==> src/design/scec_map.vh <==
// Register offsets, field positions, reset values and constants of the supply chip enable control.
`ifndef SCEC_MAP_VH
`define SCEC_MAP_VH
`define SCEC_CTL_ADDR        8'h00
`define SCEC_WAKE_ADDR       8'h04
`define SCEC_STAT_ADDR       8'h08
`define SCEC_SCRATCH_BASE    8'h40
`define SCEC_SCRATCH_LAST    8'h7c
`define SCEC_KEY_LSB         0
`define SCEC_KEY_MSB         7
`define SCEC_POL_BIT         16
`define SCEC_DRIVE_BIT       28
`define SCEC_ALWAYS_BIT      29
`define SCEC_EN_BIT          31
`define SCEC_UNLOCK_KEY      8'h3a
`define SCEC_KEY_RST         8'h00
`define SCEC_POL_RST         1'b1
`define SCEC_DRIVE_RST       1'b1
`define SCEC_EN_RST          1'b1
`define SCEC_WAKE_ALARM_BIT  0
`define SCEC_WAKE_CENT_BIT   1
`define SCEC_WAKE_PIN_BIT    2
`define SCEC_SCRATCH_COUNT   16
`define SCEC_RESP_OKAY       2'b00
`define SCEC_RESP_SLVERR     2'b10
`define SCEC_YEAR_LAST       7'd99
`define SCEC_YEAR_FIRST      7'd0
`endif

==> src/design/scec_supply_chip_enable_control.v <==
// Supply chip enable control with unlock key, retained scratch words and an AXI4-Lite slave.
// Notes on behaviour
// RULE1 - Enable pin is active high, held while powered.
// RULE2 - Backup reset brings the enable high again.
// RULE3 - Enable writes ignored unless key holds 3a.
// RULE4 - Software changes key and enable separately.
// RULE5 - Software keeps the polarity bit at one.
// RULE6 - Drive bit zero floats pin only when unlocked.
// RULE7 - Override forces enable, ignores enable and drive.
// RULE8 - Override sets once, clears only by reset.
// RULE9 - Enable bit resets to enabled.
// RULE10 - Enable clears only with earlier key, no override.
// RULE11 - Software writes settings first, then new bits.
// RULE12 - Clearing enable turns supply off, may re-set.
// RULE13 - Alarm or century event re-enables the supply.
// RULE14 - High wake pin enables supply when polarity one.
// RULE15 - Wake pin also leaves hibernate.
// RULE16 - Sixteen retained 32-bit scratch words.
// RULE17 - Scratch words survive hibernate.
// RULE18 - Century event on year rollover 99 to 00.
// RULE19 - Hardware wake sets enable regardless of key.
//
// The implementer's own choices: the AXI4-Lite register port and the address map.
`timescale 1ns/100ps
`include "scec_map.vh"
module scec_supply_chip_enable_control
(
   input  wire        aclk,
   input  wire        aresetn,
   input  wire        clk_en,
   input  wire [7:0]  s_axi_awaddr,
   input  wire        s_axi_awvalid,
   output reg         s_axi_awready,
   input  wire [31:0] s_axi_wdata,
   input  wire [3:0]  s_axi_wstrb,
   input  wire        s_axi_wvalid,
   output reg         s_axi_wready,
   output reg  [1:0]  s_axi_bresp,
   output reg         s_axi_bvalid,
   input  wire        s_axi_bready,
   input  wire [7:0]  s_axi_araddr,
   input  wire        s_axi_arvalid,
   output reg         s_axi_arready,
   output reg  [31:0] s_axi_rdata,
   output reg  [1:0]  s_axi_rresp,
   output reg         s_axi_rvalid,
   input  wire        s_axi_rready,
   input  wire        alarm_event,
   input  wire        hibernate_active,
   input  wire [6:0]  calendar_year,
   input  wire        external_wake_pin,
   output reg         supply_enable_pin_o,
   output reg         supply_enable_pin_oe_n,
   output reg         hibernate_wake
);

   reg  [7:0]  key_q;
   reg         polarity_q;
   reg         enable_pin_drive_bit_q;
   reg         always_on_override_q;
   reg         supply_chip_enable_bit_q;
   reg  [2:0]  wake_seen_q;
   reg  [31:0] retained_scratch_word [0:`SCEC_SCRATCH_COUNT-1];
   reg  [6:0]  year_q;
   reg         year_valid_q;
   reg         wake_meta_q;
   reg         wake_sync_q;
   reg         alarm_meta_q;
   reg         alarm_sync_q;
   reg         alarm_prev_q;
   reg         hib_meta_q;
   reg         hib_sync_q;
   reg  [7:0]  aw_addr_q;
   reg         aw_have_q;
   reg  [31:0] w_data_q;
   reg  [3:0]  w_strb_q;
   reg         w_have_q;

   wire        wr_go;
   wire [31:0] wmask;
   wire [31:0] ctl_new;
   wire        unlocked;
   wire        century_evt;
   wire        alarm_evt;
   wire        pin_wake;
   wire        hw_wake;
   wire        wr_ctl;
   wire        wr_wake;
   wire        wr_scratch;
   wire [3:0]  wr_idx;
   wire [3:0]  rd_idx;
   reg  [31:0] ctl_read;
   reg  [31:0] rd_word;
   reg  [1:0]  rd_resp;
   reg  [1:0]  wr_resp;

   assign wmask = {{8{w_strb_q[3]}}, {8{w_strb_q[2]}}, {8{w_strb_q[1]}}, {8{w_strb_q[0]}}};
   assign ctl_new = (w_data_q & wmask) | (ctl_read & ~wmask);
   assign wr_go = aw_have_q && w_have_q && !s_axi_bvalid;
   assign wr_ctl = wr_go && (aw_addr_q == `SCEC_CTL_ADDR);
   assign wr_wake = wr_go && (aw_addr_q == `SCEC_WAKE_ADDR);
   assign wr_scratch = wr_go && (aw_addr_q[7:6] == 2'b01) && (aw_addr_q[1:0] == 2'b00);
   assign wr_idx = aw_addr_q[5:2];
   assign rd_idx = s_axi_araddr[5:2];
   // Only the stored key counts, so a write carrying the key cannot also clear the enable.
   assign unlocked = (key_q == `SCEC_UNLOCK_KEY); // [RULE3] [RULE10]
   // The year rollover is seen only after one valid sample, so reset cannot fake a century.
   assign century_evt = year_valid_q && (year_q == `SCEC_YEAR_LAST) &&
                        (calendar_year == `SCEC_YEAR_FIRST); // [RULE18]
   assign alarm_evt = alarm_sync_q && !alarm_prev_q;
   assign pin_wake = wake_sync_q && polarity_q; // [RULE14]
   assign hw_wake = alarm_evt || century_evt || pin_wake; // [RULE13]

   always @*
   begin
      ctl_read = 32'h00000000;
      ctl_read[`SCEC_KEY_MSB:`SCEC_KEY_LSB] = key_q;
      ctl_read[`SCEC_POL_BIT] = polarity_q;
      ctl_read[`SCEC_DRIVE_BIT] = enable_pin_drive_bit_q;
      ctl_read[`SCEC_ALWAYS_BIT] = always_on_override_q;
      ctl_read[`SCEC_EN_BIT] = supply_chip_enable_bit_q;
   end

   always @*
   begin
      rd_word = 32'h00000000;
      rd_resp = `SCEC_RESP_OKAY;
      if (s_axi_araddr == `SCEC_CTL_ADDR)
         rd_word = ctl_read;
      else if (s_axi_araddr == `SCEC_WAKE_ADDR)
         rd_word = {29'h00000000, wake_seen_q};
      else if (s_axi_araddr == `SCEC_STAT_ADDR)
         rd_word = {22'h000000, unlocked, hib_sync_q, year_q, supply_enable_pin_o};
      else if ((s_axi_araddr[7:6] == 2'b01) && (s_axi_araddr[1:0] == 2'b00))
         rd_word = retained_scratch_word[rd_idx];
      else
         rd_resp = `SCEC_RESP_SLVERR;
   end

   always @*
   begin
      wr_resp = `SCEC_RESP_OKAY;
      if (!(wr_ctl || wr_wake || wr_scratch || aw_addr_q == `SCEC_STAT_ADDR))
         wr_resp = `SCEC_RESP_SLVERR;
   end

   // Synchronisers for pins from outside the clock domain.
   always @(posedge aclk)
   begin
      if (!aresetn)
      begin
         wake_meta_q <= 1'b0;
         wake_sync_q <= 1'b0;
         alarm_meta_q <= 1'b0;
         alarm_sync_q <= 1'b0;
         alarm_prev_q <= 1'b0;
         hib_meta_q <= 1'b0;
         hib_sync_q <= 1'b0;
         year_q <= 7'd0;
         year_valid_q <= 1'b0;
      end
      else if (clk_en)
      begin
         wake_meta_q <= external_wake_pin;
         wake_sync_q <= wake_meta_q;
         alarm_meta_q <= alarm_event;
         alarm_sync_q <= alarm_meta_q;
         alarm_prev_q <= alarm_sync_q;
         hib_meta_q <= hibernate_active;
         hib_sync_q <= hib_meta_q;
         year_q <= calendar_year;
         year_valid_q <= 1'b1;
      end
   end

   // Control register; this reset stands for the backup domain reset only.
   always @(posedge aclk)
   begin
      if (!aresetn)
      begin
         key_q <= `SCEC_KEY_RST;
         polarity_q <= `SCEC_POL_RST;
         enable_pin_drive_bit_q <= `SCEC_DRIVE_RST;
         always_on_override_q <= 1'b0; // [RULE8]
         supply_chip_enable_bit_q <= `SCEC_EN_RST; // [RULE2] [RULE9]
         wake_seen_q <= 3'b000;
      end
      else if (clk_en)
      begin
         if (wr_ctl)
         begin
            key_q <= ctl_new[`SCEC_KEY_MSB:`SCEC_KEY_LSB];
            polarity_q <= ctl_new[`SCEC_POL_BIT];
            enable_pin_drive_bit_q <= ctl_new[`SCEC_DRIVE_BIT];
            if (ctl_new[`SCEC_ALWAYS_BIT])
               always_on_override_q <= 1'b1; // [RULE8]
         end
         // Wake events win over a clearing write in the same cycle.
         if (hw_wake || always_on_override_q)
            supply_chip_enable_bit_q <= 1'b1; // [RULE7] [RULE19] [RULE13]
         else if (wr_ctl && unlocked && !ctl_new[`SCEC_ALWAYS_BIT])
            supply_chip_enable_bit_q <= ctl_new[`SCEC_EN_BIT]; // [RULE10] [RULE12]
         // Sticky wake causes: set wins over a write-one-to-clear.
         wake_seen_q <= (wake_seen_q & ~({3{wr_wake && w_strb_q[0]}} & w_data_q[2:0])) |
                        {pin_wake, century_evt, alarm_evt};
      end
   end

   // Scratch words are never touched by reset and so persist through hibernate.
   genvar gi;
   generate
      for (gi = 0; gi < `SCEC_SCRATCH_COUNT; gi = gi + 1)
      begin : g_scratch
         always @(posedge aclk)
         begin
            if (clk_en && wr_scratch && (wr_idx == gi))
               retained_scratch_word[gi] <= ctl_new_scr(retained_scratch_word[gi]); // [RULE16] [RULE17]
         end
      end
   endgenerate

   function [31:0] ctl_new_scr;
      input [31:0] old;
      begin
         ctl_new_scr = (w_data_q & wmask) | (old & ~wmask);
      end
   endfunction

   // Pin drive: the override forces the pin driven high; floating needs the key.
   always @(posedge aclk)
   begin
      if (!aresetn)
      begin
         supply_enable_pin_o <= 1'b1; // [RULE2]
         supply_enable_pin_oe_n <= 1'b0;
         hibernate_wake <= 1'b0;
      end
      else if (clk_en)
      begin
         supply_enable_pin_o <= supply_chip_enable_bit_q || always_on_override_q; // [RULE1] [RULE7]
         supply_enable_pin_oe_n <= !always_on_override_q && !enable_pin_drive_bit_q &&
                                   unlocked; // [RULE6]
         hibernate_wake <= wake_sync_q && hib_sync_q; // [RULE15]
      end
   end

   // AXI4-Lite slave: address and data are taken in either order, one of each.
   always @(posedge aclk)
   begin
      if (!aresetn)
      begin
         s_axi_awready <= 1'b1;
         s_axi_wready <= 1'b1;
         aw_have_q <= 1'b0;
         w_have_q <= 1'b0;
         aw_addr_q <= 8'h00;
         w_data_q <= 32'h00000000;
         w_strb_q <= 4'h0;
         s_axi_bvalid <= 1'b0;
         s_axi_bresp <= `SCEC_RESP_OKAY;
         s_axi_arready <= 1'b1;
         s_axi_rvalid <= 1'b0;
         s_axi_rdata <= 32'h00000000;
         s_axi_rresp <= `SCEC_RESP_OKAY;
      end
      else if (clk_en)
      begin
         if (s_axi_awvalid && s_axi_awready)
         begin
            aw_addr_q <= s_axi_awaddr;
            aw_have_q <= 1'b1;
            s_axi_awready <= 1'b0;
         end
         if (s_axi_wvalid && s_axi_wready)
         begin
            w_data_q <= s_axi_wdata;
            w_strb_q <= s_axi_wstrb;
            w_have_q <= 1'b1;
            s_axi_wready <= 1'b0;
         end
         if (wr_go)
         begin
            aw_have_q <= 1'b0;
            w_have_q <= 1'b0;
            s_axi_bvalid <= 1'b1;
            s_axi_bresp <= wr_resp;
         end
         if (s_axi_bvalid && s_axi_bready)
         begin
            s_axi_bvalid <= 1'b0;
            s_axi_awready <= 1'b1;
            s_axi_wready <= 1'b1;
         end
         if (s_axi_arvalid && s_axi_arready)
         begin
            s_axi_arready <= 1'b0;
            s_axi_rvalid <= 1'b1;
            s_axi_rdata <= rd_word;
            s_axi_rresp <= rd_resp;
         end
         if (s_axi_rvalid && s_axi_rready)
         begin
            s_axi_rvalid <= 1'b0;
            s_axi_arready <= 1'b1;
         end
      end
   end

endmodule

==> config.mk <==
export PLATFORM = sky130hd
export DESIGN_NAME = scec_supply_chip_enable_control
export DESIGN_NICKNAME = d
export VERILOG_FILES = /design/src/design/scec_supply_chip_enable_control.v
export VERILOG_INCLUDE_DIRS = /design/src /design/src/design
export SDC_FILE = /design/constraint.sdc
export NUM_CORES = 1
export LEC_CHECK = 0
export ABC_CLOCK_PERIOD_IN_PS = 5100
export BUFFER_PORTS_ARGS = -buffer_cell sky130_fd_sc_hd__buf_2
export CAP_MARGIN = 20
export CORE_MARGIN = 5
export CORE_UTILIZATION = 30
export DETAILED_ROUTE_END_ITERATION = 7
export PLACE_DENSITY = 0.42
export SETUP_SLACK_MARGIN = 0.2
export SYNTH_ARGS = -nofsm -noshare
export SYNTH_HDL_FRONTEND = slang
export SYNTH_SLANG_ARGS = --single-unit
==> constraint.sdc <==
create_clock -name aclk -period 5.1 [get_ports aclk]
set_input_delay 1.02 -clock aclk [delete_from_list [all_inputs] [get_ports aclk]]
set_output_delay 1.02 -clock aclk [all_outputs]
set_load 0.005 [all_outputs]
After elaboration in Yosys (flattened, before gate mapping)

Memory sizes are Yosys's and may differ from the RTL's.
Index checks and enable logic that the tools add are counted.

Bits in registers: 120
Bits in writable memories: 512
Bits of input ports: 70
Output and inout port bits: 44
Logic and storage cells: 289
Memories: 1

Memory list:

| name                  | words | bits a word | read ports | clocked after memory_dff | write ports | RTL line                             | RTL |
|---|---|---|---|---|---|---|---|
| retained_scratch_word | 16    | 32          | 17         | 0                        | 1           | scec_supply_chip_enable_control.v:63 | `` reg [31:0] retained_scratch_word [0:`SCEC_SCRATCH_COUNT-1]; `` |

Equality and inequality tests: 23
Multiplexer cells: 102
Bitwise logic cells: 40
Reductions and logical operators: 92

Operators with widths:

| operator             | count |
|---|---|
| $mux W32             | 19 |
| $and A32 B32 Y32     | 18 |
| $or A32 B32 Y32      | 17 |
| $reduce_or A32 Y1    | 15 |
| $mux W1              | 63 |
| $mux W4              | 15 |
| $logic_and A1 B1 Y1  | 39 |
| $eq A4 B4 Y1 const B | 8 |
| $not A32 Y32         | 1 |
| $reduce_and A2 Y1    | 12 |
| $eq A4 B3 Y1 const B | 4 |
| $eq A8 B3 Y1 const B | 2 |
| $eq A8 B4 Y1 const B | 2 |
| $logic_not A8 Y1     | 2 |
| $reduce_bool A2 Y1   | 7 |
| $mux W2              | 5 |
| $eq A4 B2 Y1 const B | 2 |
| $eq A8 B6 Y1 const B | 1 |
| $eq A7 B7 Y1 const B | 1 |
| $logic_not A7 Y1     | 1 |
| $logic_or A1 B1 Y1   | 7 |
| $and A3 B3 Y3        | 2 |
| $logic_not A1 Y1     | 5 |
| $eq A2 B1 Y1 const B | 2 |
| 6 further kinds      | 7 |

Depth between registers and ports, before layout

Depth after elaboration: 24
Mapped depth: 9
Depth with buffers taken out: 5

Worst setup path after synthesis

Ideal clock, no wire load.

Path type: input to register
Start point: input port clk_en
End point: register (tool-made name)
Setup time: 0.332 ns
Data arrival time: 2.297 ns
Path slack: 2.472 ns
Cell stages on the path: 5
Path buffers: 0
Cells stage by stage: nand4b_1 nor3_1 nand3_1 nor2_1 and2_1

RTL lines:

| element         | RTL line                             | RTL |
|---|---|---|
| start, declared | scec_supply_chip_enable_control.v:30 | `input wire clk_en,` |

Worst setup path after layout

Start point: input port s_axi_araddr[2]
End point: register s_axi_rdata[3]

Longest elaborated chain between the ends: 5

Ends and longest elaborated chain:

| element              | RTL line                              | RTL |
|---|---|---|
| start, declared      | scec_supply_chip_enable_control.v:41  | `input wire [7:0] s_axi_araddr,` |
| $mem_v2 Z16 W32      | --                                    |  |
| $mux W32             | scec_supply_chip_enable_control.v:134 | `else if ((s_axi_araddr[7:6] == 2'b01) && (s_axi_araddr[1:0] == 2'b00))` |
| $mux W32             | scec_supply_chip_enable_control.v:132 | `` else if (s_axi_araddr == `SCEC_STAT_ADDR) `` |
| $mux W32             | scec_supply_chip_enable_control.v:130 | `` else if (s_axi_araddr == `SCEC_WAKE_ADDR) `` |
| $mux W32 *           | scec_supply_chip_enable_control.v:128 | `` if (s_axi_araddr == `SCEC_CTL_ADDR) `` |
| end signal, assigned | scec_supply_chip_enable_control.v:298 | `s_axi_rdata <= rd_word;` |
| end, declared        | scec_supply_chip_enable_control.v:44  | `output reg [31:0] s_axi_rdata,` |

Every way passes the cells marked *; elsewhere a longest branch is shown, timed or not.
A chain may end at the register's enable or synchronous reset.

==> results.cfg <==
[outcome]
status = finished, final reports clean

[sta]
setup_viol = 0
min_period_ps = 3490
maxSlewHeadroom_pct = 18.4
fmax_ghz = 0.287
clock_skew_ps = 31.5
setup_tns_ps = 0
slew_violations = 0
fin_crit_sh_pct = 68.4
hold_viol = 0
worst_pin_slew_ps = 1190
grt_setup_unrepaired = no

[synth]
syn_avg_cell_area_um2 = 16.8
synth_area_um2 = 24800
synthDistinctLibCells = 62
synth_top_cell_by_area = edfxtp_1
ys_seq_area_share_pct = 71.5
synthCells = 1477
async_reset_ff_share_pct = 0
ys_ff_latch = 630
yosys_warnings = 0
synth.top_cell.area_share_pct = 61.9
synth-main-ff-cell = edfxtp_1
ys_top_cells_by_area = edfxtp_1, dfxtp_1, mux4_2
synth_edf_count = 512

[layout]
layout_commonest_cell = edfxtp_1
syn_to_final_growth_pct = 16.4
nNetsFinal = 1667
final_cell_mix = edfxtp_1, nand2_1, dfxtp_1
diodes = 0
drive_gt1_share_pct = 22.9

[run]
maxCapViolations = 0

[route]
wirelength_um = 65200
drc_errors = 0
via_count = 13201
avgRoutedWirePerCell_um = 23.9
vias_per_cell = 4.84
dr.pass1.iters = 5
drtAntennaViolNets = 0
drtIter0Drc = 947

[clock_tree]
clock-sinks = 630
ctsHoldBuffers = 0
cts_buffer_depth = 3
clk_pin_slew_ps = 60
post-cts-setup-buffers = 0
post_cts_resized = 0
h-tree-depth = 3
cts_tree = done
clockRootBuffer = clkbuf_16
numCtsBuffers = 73
insertion_delay_ps = 610

[grt]
grt_pass1_vias = 13961
grt.overflow.total = 0
grt_max_degree = 72
grt_pass1_wl_um = 96400
grt_usage_pct = 14.5
antenna_found_initial = 0

[floorplanning]
die_w_um = 298
start_util_pct = 30.2
core-area_um2 = 82100
fp.dieH_um = 298
placementRows = 105
dieArea_um2 = 88600
io_pins = 114

[critical_path]
critPathKind = input port to flop
cp_max_fo = 67
arrival_ps = 4010
endpoint_kind = flop
critPathRequiredTime_ps = 5620
worst_setup_path_start_kind = input port

[placement]
dp_hpwl_um = 42700
gp_congestion = 0.742
portBuffers = 111

[power]
p_leak_nw = 10.3
peakVddDrop_mv = 0.191
total_power_w = 0.0116
power_density_nw_per_um2 = 401

[hold_path]
hold_path.class = flop to flop
## worst paths after layout
kind	from	endpoint	slack, ps	cells after the start
hold reg to reg	hibernate_wake	hibernate_wake	460	2
hold / removal	hibernate_wake	hibernate_wake	460	2
setup reg to reg	s_axi_bvalid	flop	1800	5
setup / recovery	s_axi_araddr[2]	s_axi_rdata[3]	1610	7
## worst max-delay path, stage by stage
cell and delay (ps):
clkbuf_8 640, buf_12 380, nand2b_1 300, a211oi_1 90, a2111oi_0 1040, o31ai_1 200
a31oi_1 210
## report_power, final
group          internal [W]  switching [W]
Clock               0.00338        0.00213
Combinational      0.000173       0.000246
Sequential          0.00557      0.0000878
Total               0.00913        0.00246
## kinds of logic after synthesis
kind of cell,count (synthesis),synth area share [%]
DFF,630,71.5
and+or+nand+nor,364,7.25
muxes,196,13.9
AOI/OAI and AO/OA,192,4.86
buffers and inverters,94,2.52
other,1,0.0151
## stage by stage
stage	setup slack, ps	util [%]	instance area (um^2)	instances	hold slack (ps)
finish	1610	35.2	28900	2728	464
global route	1540	35.2	28900	2728	486
CTS	1730	35.2	28900	2728	466
detailed placement	1100	32.1	26300	2592	452
global placement	1090	32.1	26300	2592	444
floorplan	2470	-	24800	1478	427
## routing by layer
metal	GRT usage, %	vias up	wire length (um)
li1	-	6000	-
met1	20.3	6815	30200
met2	23.9	312	31200
met3	2.27	74	2640
met4	3.71	0	1130
met5	0	-	0
## synthesized netlist by cell type, types with 18 or more instances
master    number
a211oi_1      22
a21oi_1       90
a22o_1        19
and2_1        65
buf_2         18
clkbuf_1      34
dfxtp_1      118
edfxtp_1     512
mux2i_1       68
mux4_2       103
nand2_1      157
nor2_1        56
nor2b_1       30
o21ai_0       18
## layout make-up
| type | count | area, um^2 |
|---|---|---|
| clock buffer | 95 | 2030 |
| tap | 1070 | 1340 |
| clock inverter | 41 | 536 |
| fill | 7754 | 53200 |
| multi-input combinational | 754 | 6470 |
| timing repair buffer | 130 | 753 |
| inverter | 8 | 31.3 |
| sequential | 630 | 17700 |
No activity file was read; power rests on OpenSTA's default activity.
